$ cat config.mk
export PLATFORM = sky130hd
export DESIGN_NAME = relative_branch_condition_unit
export DESIGN_NICKNAME = d
export VERILOG_FILES = /design/src/branch_pkg.sv /design/src/branch_cond.sv /design/src/relative_branch_condition_unit.sv
export SDC_FILE = /design/constraint.sdc
export NUM_CORES = 1
export LEC_CHECK = 0
export ABC_CLOCK_PERIOD_IN_PS = 4400
export BUFFER_PORTS_ARGS = -buffer_cell sky130_fd_sc_hd__buf_2
export CAP_MARGIN = 15
export CORE_AREA = 10 10 110 112
export CTS_CLUSTER_SIZE = 25
export DETAILED_ROUTE_END_ITERATION = 8
export DIE_AREA = 0 0 120 122
export PLACE_DENSITY_LB_ADDON = 0.25
export SYNTH_ARGS = -nofsm -noshare
export SYNTH_HDL_FRONTEND = slang
export SYNTH_SLANG_ARGS = --single-unit
$ cat constraint.sdc
create_clock -name clk -period 4.4 [get_ports clk]
set_clock_uncertainty 0.1 [all_clocks]
set_input_delay 0.22 -clock clk [delete_from_list [all_inputs] [get_ports clk]]
set_output_delay 0.22 -clock clk [all_outputs]
set_load 0.02 [all_outputs]
$ cat src/branch_pkg.sv
package branch_pkg;
   // opcodes of the two-byte relative branches
   localparam logic [7:0] OP_BRANCH_ALWAYS = 8'h20;
   localparam logic [7:0] OP_BRANCH_NEVER = 8'h21;
   localparam logic [7:0] OP_BRANCH_HIGHER = 8'h22;
   localparam logic [7:0] OP_BRANCH_LOWER_OR_SAME = 8'h23;
   localparam logic [7:0] OP_BRANCH_HIGHER_SAME_CARRY_CLEAR = 8'h24;
   localparam logic [7:0] OP_BRANCH_LOWER_CARRY_SET = 8'h25;
   localparam logic [7:0] OP_BRANCH_NOT_EQUAL = 8'h26;
   localparam logic [7:0] OP_BRANCH_EQUAL = 8'h27;
   localparam logic [7:0] OP_BRANCH_OVERFLOW_CLEAR = 8'h28;
   localparam logic [7:0] OP_BRANCH_OVERFLOW_SET = 8'h29;
   localparam logic [7:0] OP_BRANCH_PLUS = 8'h2a;
   localparam logic [7:0] OP_BRANCH_MINUS = 8'h2b;
   localparam logic [7:0] OP_BRANCH_SIGNED_GREATER_EQUAL = 8'h2c;
   localparam logic [7:0] OP_BRANCH_SIGNED_LESS = 8'h2d;
   localparam logic [7:0] OP_BRANCH_SIGNED_GREATER = 8'h2e;
   localparam logic [7:0] OP_BRANCH_SIGNED_LESS_EQUAL = 8'h2f;

   // bit positions inside the condition code register
   localparam int FLAG_STOP = 7;
   localparam int FLAG_XMASK = 6;
   localparam int FLAG_HALF = 5;
   localparam int FLAG_IMASK = 4;
   localparam int FLAG_NEG = 3;
   localparam int FLAG_ZERO = 2;
   localparam int FLAG_OVF = 1;
   localparam int FLAG_CARRY = 0;

   // bus figures
   localparam logic [15:0] DUMMY_ADDR = 16'hffff;
   localparam logic [15:0] INSTR_LEN = 16'h0002;
   localparam logic [15:0] OFFSET_STEP = 16'h0001;
   localparam logic [15:0] PC_RESET = 16'h0000;
   localparam logic [7:0] CCR_RESET = 8'h00;
   localparam logic [7:0] BYTE_RESET = 8'h00;
   localparam int BUS_CYCLES = 3;

   typedef enum logic [3:0] {
      ST_IDLE = 4'b0001,
      ST_FETCH_OP = 4'b0010,
      ST_FETCH_OFS = 4'b0100,
      ST_DUMMY = 4'b1000
   } branch_state_t;
endpackage

$ cat src/branch_cond.sv
`timescale 1ns/1ps
`default_nettype none
// pure decode: which opcode is a branch, and whether the flags take it
module branch_cond (
   input wire logic [7:0] opcode,
   input wire logic [7:0] flags,
   output logic is_branch,
   output logic take
);
   logic n, z, v, c, nxv;

   // flag extraction; only the four condition flags are looked at
   always_comb begin
      n = flags[branch_pkg::FLAG_NEG];
      z = flags[branch_pkg::FLAG_ZERO];
      v = flags[branch_pkg::FLAG_OVF];
      c = flags[branch_pkg::FLAG_CARRY];
      nxv = n ^ v;
   end

   // condition table; unknown opcodes are never taken
   always_comb begin
      is_branch = 1'b1;
      take = 1'b0;
      case (opcode)
         branch_pkg::OP_BRANCH_ALWAYS: take = 1'b1;
         branch_pkg::OP_BRANCH_NEVER: take = 1'b0;
         branch_pkg::OP_BRANCH_HIGHER: take = ~(c | z);
         branch_pkg::OP_BRANCH_LOWER_OR_SAME: take = c | z;
         branch_pkg::OP_BRANCH_HIGHER_SAME_CARRY_CLEAR: take = ~c;
         branch_pkg::OP_BRANCH_LOWER_CARRY_SET: take = c;
         branch_pkg::OP_BRANCH_NOT_EQUAL: take = ~z;
         branch_pkg::OP_BRANCH_EQUAL: take = z;
         branch_pkg::OP_BRANCH_OVERFLOW_CLEAR: take = ~v;
         branch_pkg::OP_BRANCH_OVERFLOW_SET: take = v;
         branch_pkg::OP_BRANCH_PLUS: take = ~n;
         branch_pkg::OP_BRANCH_MINUS: take = n;
         branch_pkg::OP_BRANCH_SIGNED_GREATER_EQUAL: take = ~nxv;
         branch_pkg::OP_BRANCH_SIGNED_LESS: take = nxv;
         branch_pkg::OP_BRANCH_SIGNED_GREATER: take = ~(z | nxv);
         branch_pkg::OP_BRANCH_SIGNED_LESS_EQUAL: take = z | nxv;
         default: begin
            is_branch = 1'b0;
            take = 1'b0;
         end
      endcase
   end
endmodule
`default_nettype wire

$ cat src/relative_branch_condition_unit.sv
// Behaviour
// - lower-or-same taken when carry or zero set
// - signed-less taken when negative xor overflow
// - minus branch tests only the negative flag
// - taken: pc becomes opcode address+2+signed offset
// - three reads: opcode, offset, dummy at ffff
// - all eight condition bits leave unchanged
// - signed greater, greater-equal, less-equal conditions
// - higher, carry-clear, carry-set conditions
// - equal, not-equal, plus, overflow conditions
// - always branch taken, never branch never
// - carry flag is never altered here
`timescale 1ns/1ps
`default_nettype none
module relative_branch_condition_unit (
   input wire logic clk,
   input wire logic nrst,
   input wire logic start,
   input wire logic [15:0] start_pc,
   input wire logic [7:0] ccr_in,
   output logic start_ready,
   output logic [15:0] mem_addr,
   output logic mem_rd,
   output logic mem_rw,
   input wire logic [7:0] mem_rdata,
   output logic done,
   output logic taken,
   output logic bad_opcode,
   output logic [15:0] next_pc,
   output logic [7:0] ccr_out
);
   branch_pkg::branch_state_t state_ff, nxt_state;
   logic [15:0] pc_ff, nxt_pc;
   logic [7:0] flags_ff, nxt_flags;
   logic [7:0] opcode_ff, nxt_opcode;
   logic [7:0] offset_ff, nxt_offset;
   logic [15:0] addr_ff, nxt_addr;
   logic rd_ff, nxt_rd;
   logic done_ff, nxt_done;
   logic taken_ff, nxt_taken;
   logic bad_ff, nxt_bad;
   logic [15:0] next_pc_ff, nxt_next_pc;
   logic cond_is_branch, cond_take;
   logic [15:0] fall_pc, target_pc;

   branch_cond u_cond (
      .opcode(opcode_ff),
      .flags(flags_ff),
      .is_branch(cond_is_branch),
      .take(cond_take)
   );

   // destination arithmetic; the offset byte is two's complement
   assign fall_pc = pc_ff + branch_pkg::INSTR_LEN;
   assign target_pc = fall_pc + {{8{offset_ff[7]}}, offset_ff};

   // handshake and registered outputs
   assign start_ready = (state_ff == branch_pkg::ST_IDLE);
   assign mem_addr = addr_ff;
   assign mem_rd = rd_ff;
   assign mem_rw = 1'b1; // every cycle of a branch is a read
   assign done = done_ff;
   assign taken = taken_ff;
   assign bad_opcode = bad_ff;
   assign next_pc = next_pc_ff;
   // flags are handed back exactly as captured; nothing here writes them
   assign ccr_out = flags_ff;

   // sequencer: opcode read, offset read, dummy read, then report
   always_comb begin
      nxt_state = state_ff;
      nxt_pc = pc_ff;
      nxt_flags = flags_ff;
      nxt_opcode = opcode_ff;
      nxt_offset = offset_ff;
      nxt_addr = addr_ff;
      nxt_rd = 1'b0;
      nxt_done = 1'b0;
      nxt_taken = taken_ff;
      nxt_bad = bad_ff;
      nxt_next_pc = next_pc_ff;
      case (state_ff)
         branch_pkg::ST_IDLE: begin
            if (start) begin
               nxt_state = branch_pkg::ST_FETCH_OP;
               nxt_pc = start_pc;
               nxt_flags = ccr_in;
               nxt_addr = start_pc;
               nxt_rd = 1'b1;
            end
         end
         branch_pkg::ST_FETCH_OP: begin
            nxt_opcode = mem_rdata;
            nxt_state = branch_pkg::ST_FETCH_OFS;
            nxt_addr = pc_ff + branch_pkg::OFFSET_STEP;
            nxt_rd = 1'b1;
         end
         branch_pkg::ST_FETCH_OFS: begin
            nxt_offset = mem_rdata;
            nxt_state = branch_pkg::ST_DUMMY;
            nxt_addr = branch_pkg::DUMMY_ADDR;
            nxt_rd = 1'b1;
         end
         branch_pkg::ST_DUMMY: begin
            // the decision is ready during the dummy read, so it is
            // registered at its end and the next fetch address is correct
            nxt_state = branch_pkg::ST_IDLE;
            nxt_done = 1'b1;
            nxt_taken = cond_take;
            nxt_bad = ~cond_is_branch;
            nxt_next_pc = cond_take ? target_pc : fall_pc;
         end
         default: begin
            nxt_state = branch_pkg::ST_IDLE;
         end
      endcase
   end

   // state registers, synchronous active-low reset
   always_ff @(posedge clk) begin
      if (!nrst) begin
         state_ff <= branch_pkg::ST_IDLE;
         pc_ff <= branch_pkg::PC_RESET;
         flags_ff <= branch_pkg::CCR_RESET;
         opcode_ff <= branch_pkg::BYTE_RESET;
         offset_ff <= branch_pkg::BYTE_RESET;
         addr_ff <= branch_pkg::PC_RESET;
         rd_ff <= 1'b0;
         done_ff <= 1'b0;
         taken_ff <= 1'b0;
         bad_ff <= 1'b0;
         next_pc_ff <= branch_pkg::PC_RESET;
      end else begin
         state_ff <= nxt_state;
         pc_ff <= nxt_pc;
         flags_ff <= nxt_flags;
         opcode_ff <= nxt_opcode;
         offset_ff <= nxt_offset;
         addr_ff <= nxt_addr;
         rd_ff <= nxt_rd;
         done_ff <= nxt_done;
         taken_ff <= nxt_taken;
         bad_ff <= nxt_bad;
         next_pc_ff <= nxt_next_pc;
      end
   end

   // checks: decisions are judged against the flags seen at start
   chk_lower_same_cond: assert property (@(posedge clk) disable iff (!nrst)
      done && opcode_ff == branch_pkg::OP_BRANCH_LOWER_OR_SAME
      |-> taken == ($past(ccr_in[branch_pkg::FLAG_CARRY], 4) | $past(ccr_in[branch_pkg::FLAG_ZERO], 4)))
      else $error("lower-or-same decision wrong");

   chk_signed_less_cond: assert property (@(posedge clk) disable iff (!nrst)
      done && opcode_ff == branch_pkg::OP_BRANCH_SIGNED_LESS
      |-> taken == (flags_ff[branch_pkg::FLAG_NEG] ^ flags_ff[branch_pkg::FLAG_OVF]))
      else $error("signed-less decision wrong");

   chk_minus_cond: assert property (@(posedge clk) disable iff (!nrst)
      done && opcode_ff == branch_pkg::OP_BRANCH_MINUS |-> taken == flags_ff[branch_pkg::FLAG_NEG])
      else $error("minus decision wrong");

   chk_taken_target: assert property (@(posedge clk) disable iff (!nrst)
      done && taken |-> next_pc == pc_ff + 16'h0002 + {{8{offset_ff[7]}}, offset_ff})
      else $error("taken target wrong");

   chk_bus_sequence: assert property (@(posedge clk) disable iff (!nrst)
      start && start_ready
      |=> mem_rd && mem_rw && mem_addr == $past(start_pc)
      ##1 mem_rd && mem_addr == $past(start_pc, 2) + 16'h0001
      ##1 mem_rd && mem_addr == 16'hffff
      ##1 !mem_rd && done)
      else $error("bus cycle sequence wrong");

   chk_flags_kept: assert property (@(posedge clk) disable iff (!nrst)
      done |-> ccr_out == $past(ccr_in, 4))
      else $error("condition bits changed");

   chk_signed_group: assert property (@(posedge clk) disable iff (!nrst)
      done && opcode_ff == branch_pkg::OP_BRANCH_SIGNED_GREATER
      |-> taken == !(flags_ff[branch_pkg::FLAG_ZERO]
                     || (flags_ff[branch_pkg::FLAG_NEG] != flags_ff[branch_pkg::FLAG_OVF])))
      else $error("signed-greater decision wrong");

   chk_unsigned_group: assert property (@(posedge clk) disable iff (!nrst)
      done && opcode_ff == branch_pkg::OP_BRANCH_HIGHER
      |-> taken == !(flags_ff[branch_pkg::FLAG_CARRY] || flags_ff[branch_pkg::FLAG_ZERO]))
      else $error("higher decision wrong");

   chk_equal_cond: assert property (@(posedge clk) disable iff (!nrst)
      done && (opcode_ff == branch_pkg::OP_BRANCH_EQUAL || opcode_ff == branch_pkg::OP_BRANCH_NOT_EQUAL)
      |-> taken == (flags_ff[branch_pkg::FLAG_ZERO] == opcode_ff[0]))
      else $error("equal decision wrong");

   chk_always_never: assert property (@(posedge clk) disable iff (!nrst)
      done && opcode_ff[7:1] == 7'h10 |-> taken == !opcode_ff[0])
      else $error("always or never decision wrong");

   chk_carry_passed: assert property (@(posedge clk) disable iff (!nrst)
      done |-> ccr_out[branch_pkg::FLAG_CARRY] == $past(ccr_in[branch_pkg::FLAG_CARRY], 4))
      else $error("carry altered");

   chk_fall_through: assert property (@(posedge clk) disable iff (!nrst)
      done && !taken |-> next_pc == $past(start_pc, 4) + 16'h0002)
      else $error("fall-through address wrong");

   // a start accepted alongside the previous done is legal, so done is only
   // judged from the cycle after acceptance on
   chk_result_timing: assert property (@(posedge clk) disable iff (!nrst)
      start && start_ready |=> !done [*3] ##1 done && start_ready ##1 !done)
      else $error("result not ready after third cycle");

   // results stand untouched between two reports
   chk_result_hold: assert property (@(posedge clk) disable iff (!nrst)
      !done |-> $stable(taken) && $stable(next_pc) && $stable(bad_opcode))
      else $error("result changed between reports");

   // opcodes outside the branch group are flagged and fall through
   chk_bad_opcode: assert property (@(posedge clk) disable iff (!nrst)
      done |-> bad_opcode == (opcode_ff < branch_pkg::OP_BRANCH_ALWAYS
                              || opcode_ff > branch_pkg::OP_BRANCH_SIGNED_LESS_EQUAL))
      else $error("opcode class wrong");

   // no bus read while idle
   chk_idle_no_read: assert property (@(posedge clk) disable iff (!nrst)
      start_ready |-> !mem_rd)
      else $error("read while idle");
endmodule
`default_nettype wire

==> summary.txt <==
Pwr
  – PwrDens: 307 nW/um^2
  – Comb pwr share: 14.5%
  – Sequential share of power: 49.4%
  – Clock network fraction of design power: 36.1%
  – Int Pwr: 1.16 mW
  – NetSw: 0.439 mW
  – Lkg Pwr: 2.23 nW
  – Peak VDD IR: 0.194 mV
  – Fraction of power spent switching nets: 27.4%
  – Total power: 1.60 mW

GRT
  – Number of global-route vias before repair: 4157
  – Initial antenna violation count: 0
  – GR Overflow Total: 0
  – First-pass GRT wire length: 20200 um
  – Largest net degree at the start of global routing: 58
  – Total track usage: 16.6%

Yosys
  – Syn nets: 634
  – Post-synthesis sequential area ratio: 35.2%
  – Top-area cell type share of the netlist area: 35.2%
  – Async SR Flop Fraction: 0%
  – Seq cells post-synth: 80
  – Ys flop type: dfxtp_1
  – Mapped cell area: 4550 um^2
  – Synth warn: 0
  – Avg Cell Area, Syn: 7.86 um^2
  – Number of flops mapped to enable cells by yosys: 0
  – Cell variety after synth: 53
  – Cell taking the most area after synthesis: dfxtp_1
  – Largest cells by area after synthesis: dfxtp_1 (35%), nand2_1 (9.9%), ha_1 (5.5%)
  – Syn Inst Count: 578

Floorplan
  – Initial core utilization: 45.2%
  – Die width: 120 um
  – I/O Pins: 81
  – Die area: 14600 um^2
  – CORE AREA: 10000 um^2
  – Die H: 122 um
  – Std-Cell Rows: 37

Route
  – Detailed Route WL: 12000 um
  – Post-DR wirelength/cell: 15.4 um
  – Drt pass-1 iters: 6
  – Vias per cell: 5.34
  – ANT nets after route: 0
  – DR iter-0 viols: 331
  – Residual DRC: 0
  – Vias post-DR: 4163

Clock network
  – Post-CTS setup buffer count: 0
  – # clock sinks: 80
  – Clk slew on worst S/H paths: 80 ps
  – CTS Root Cell: clkbuf_8
  – Worst skew pair latency: 350 ps
  – CTS tree: yes
  – CTS H-Tree Depth: 3
  – Cts bufs inserted: 9
  – Clk buf depth: 2

Worst setup path
  – R2R Path Start: pc_ff[1]$_SDFFE_PN0P_
  – Worst-path cell chain: ha_1 -> and4_1 -> and2_1 -> nand2_1 -> xnor2_1 -> ha_1 -> and3_1 -> and4_1 -> and3_1 -> a2111oi_2 -> xnor2_1 -> o21ai_1
  – Required time of the critical path: 4540 ps
  – Crit path largest cell delay: 480 ps
  – CP delay by family, top: simple AND/OR/NAND/NOR gates
  – Critical path origin: pc_ff[1]$_SDFFE_PN0P_
  – CP bufs+invs: 0
  – Startpoint types: flip-flop
  – Critical path class: reg2reg
  – Crit path capture type: flip-flop
  – Slowest CP cell: dfxtp_1
  – CP max FO: 8
  – CP arrival: 3460 ps

Timing
  – Fin crit share: 75.6%
  – Setup TNS: 0 ps
  – Worst slew pin tran: 905 ps
  – Final setup vio count: 0
  – Worst relative slew slack: 39.7%
  – Tmin final: 3330 ps
  – RSZ-0062 raised after global routing: no
  – Hold WS: 9.55 ps
  – Final Hold Vio Count: 0
  – Fin. max-slew vios: 0
  – Peak Freq: 0.301 GHz

Placed design
  – HPWL after detailed placement: 8910 um
  – Number of port buffers: 79
  – Placed Instance Area: 5000 um^2
  – Routability cong.: 0.922

Status
  – Status: complete, no violations

Cells and area
  – ANT cells: 0
  – Fillers: 962
  – Final #Nets: 695
  – Area grow syn2layout: 14.9%
  – Share of cells above drive strength 1: 16.6%
  – Final Core Density: 52.0%
  – Post-route cell area: 5220 um^2

Worst hold path
  – HP Start: start_pc[13]
  – Hold Path Class: in2reg

Job
  – MaxCap Viol Count: 0
==> cell type report <==
| type | count | area [um^2] | share of cell area, % |
|---|---|---|---|
| clock buffers | 12 | 135 | 2.59 |
| flip-flops and latches | 80 | 1600 | 30.7 |
| multi-input cells | 451 | 2750 | 52.7 |
| clock inverters | 3 | 67.6 | 1.29 |
| well taps | 136 | 170 | 3.26 |
| repair buffers | 87 | 458 | 8.77 |
| inverters | 10 | 37.5 | 0.719 |
==> worst register-to-register path, delay by kind of cell (launching register included) <==
kind / cells / cell delay, ps
and+or+nand+nor: 6 / 1110
AOI/OAI and AO/OA: 2 / 440
xor gates and xnor gates: 2 / 470
adders and majority gates: 2 / 630
DFF: 1 / 480
==> sequential cells by signal, summed over array words and instances (netlist names), 4 cells and up <==
register	cells
state_ff	4
opcode_ff	8
next_pc	16
offset_ff	8
mem_addr	16
pc_ff	16
ccr_out	8
==> synth_stat cells, types with 7 or more instances <==
cell type,count
nand2_1,120
dfxtp_1,80
o21ai_0,38
a21oi_1,37
a21boi_0,31
clkbuf_1,30
nor2_1,29
ha_1,20
xor2_1,20
xnor2_1,17
nand3_1,16
a31oi_1,14
a21boi_1,12
inv_1,10
o21ai_1,8
a211oi_1,7
and3_1,7
nor3_1,7
==> path summary, 6_finish.rpt <==
check	to	slack [ps]	depth (start not counted)
max reg2reg	next_pc[15]$_SDFFE_PN0P_	1070	12
max	next_pc[15]$_SDFFE_PN0P_	1070	12
min	pc_ff[13]$_SDFFE_PN0P_	10	3
min reg2reg	next_pc[8]$_SDFFE_PN0P_	360	2
==> stage by stage <==
stage	instances	setup WS [ps]
6_report	779	1070
5_1_grt	779	825
4_1_cts	778	1100
3_5_place_dp	762	1120
3_3_place_gp	762	1250
2_1_floorplan	578	1440
==> power groups by stage <==
stage	Clock [mW]	Sequential, mW	Combinational [mW]
2_1_floorplan	0	0.821	0.137
3_3_place_gp	0	0.805	0.227
3_5_place_dp	0	0.807	0.230
4_1_cts	0.586	0.790	0.232
5_1_grt	0.616	0.796	0.261
6_report	0.579	0.791	0.232
==> layout by cell type (no fill, tap or decap), types with 8 or more instances in the layout <==
cell type and count:
nand2_1 120, dfxtp_1 80, buf_2 79, o21ai_0 38, a21oi_1 37, a21boi_0 31
nor2_1 29, xor2_1 20, ha_1 20, xnor2_1 17, nand3_1 16, a31oi_1 14
a21boi_1 12, inv_1 10, clkbuf_8 9, o21ai_1 8
==> logic make-up after synthesis <==
family / Yosys count / synth area share, %
other cells: 1 / 0.0825
simple gates: 209 / 20.6
flops: 80 / 35.2
mux: 3 / 0.688
xor+xnor: 37 / 7.13
compound gates: 180 / 25.9
buf+inv: 47 / 4.46
fa+ha+maj: 21 / 5.95
==> what timing repair did <==
item	4_1_cts	5_1_grt
endpoints found under the hold margin	1	0
resized for setup	0	0
hold buffers	1	0
setup endpoints to repair	0	0
==> layer usage <==
layer	up-vias	share of wire (%)	global-route usage [%]	routed length, um
met5	-	0	0	0
met4	0	1.5	5.43	183
met2	110	44	26.5	5320
met3	15	5.7	3.93	680
met1	1906	48	21.6	5780
li1	2132	-	-	-
Note: power is estimated with default switching activity, not from simulation.
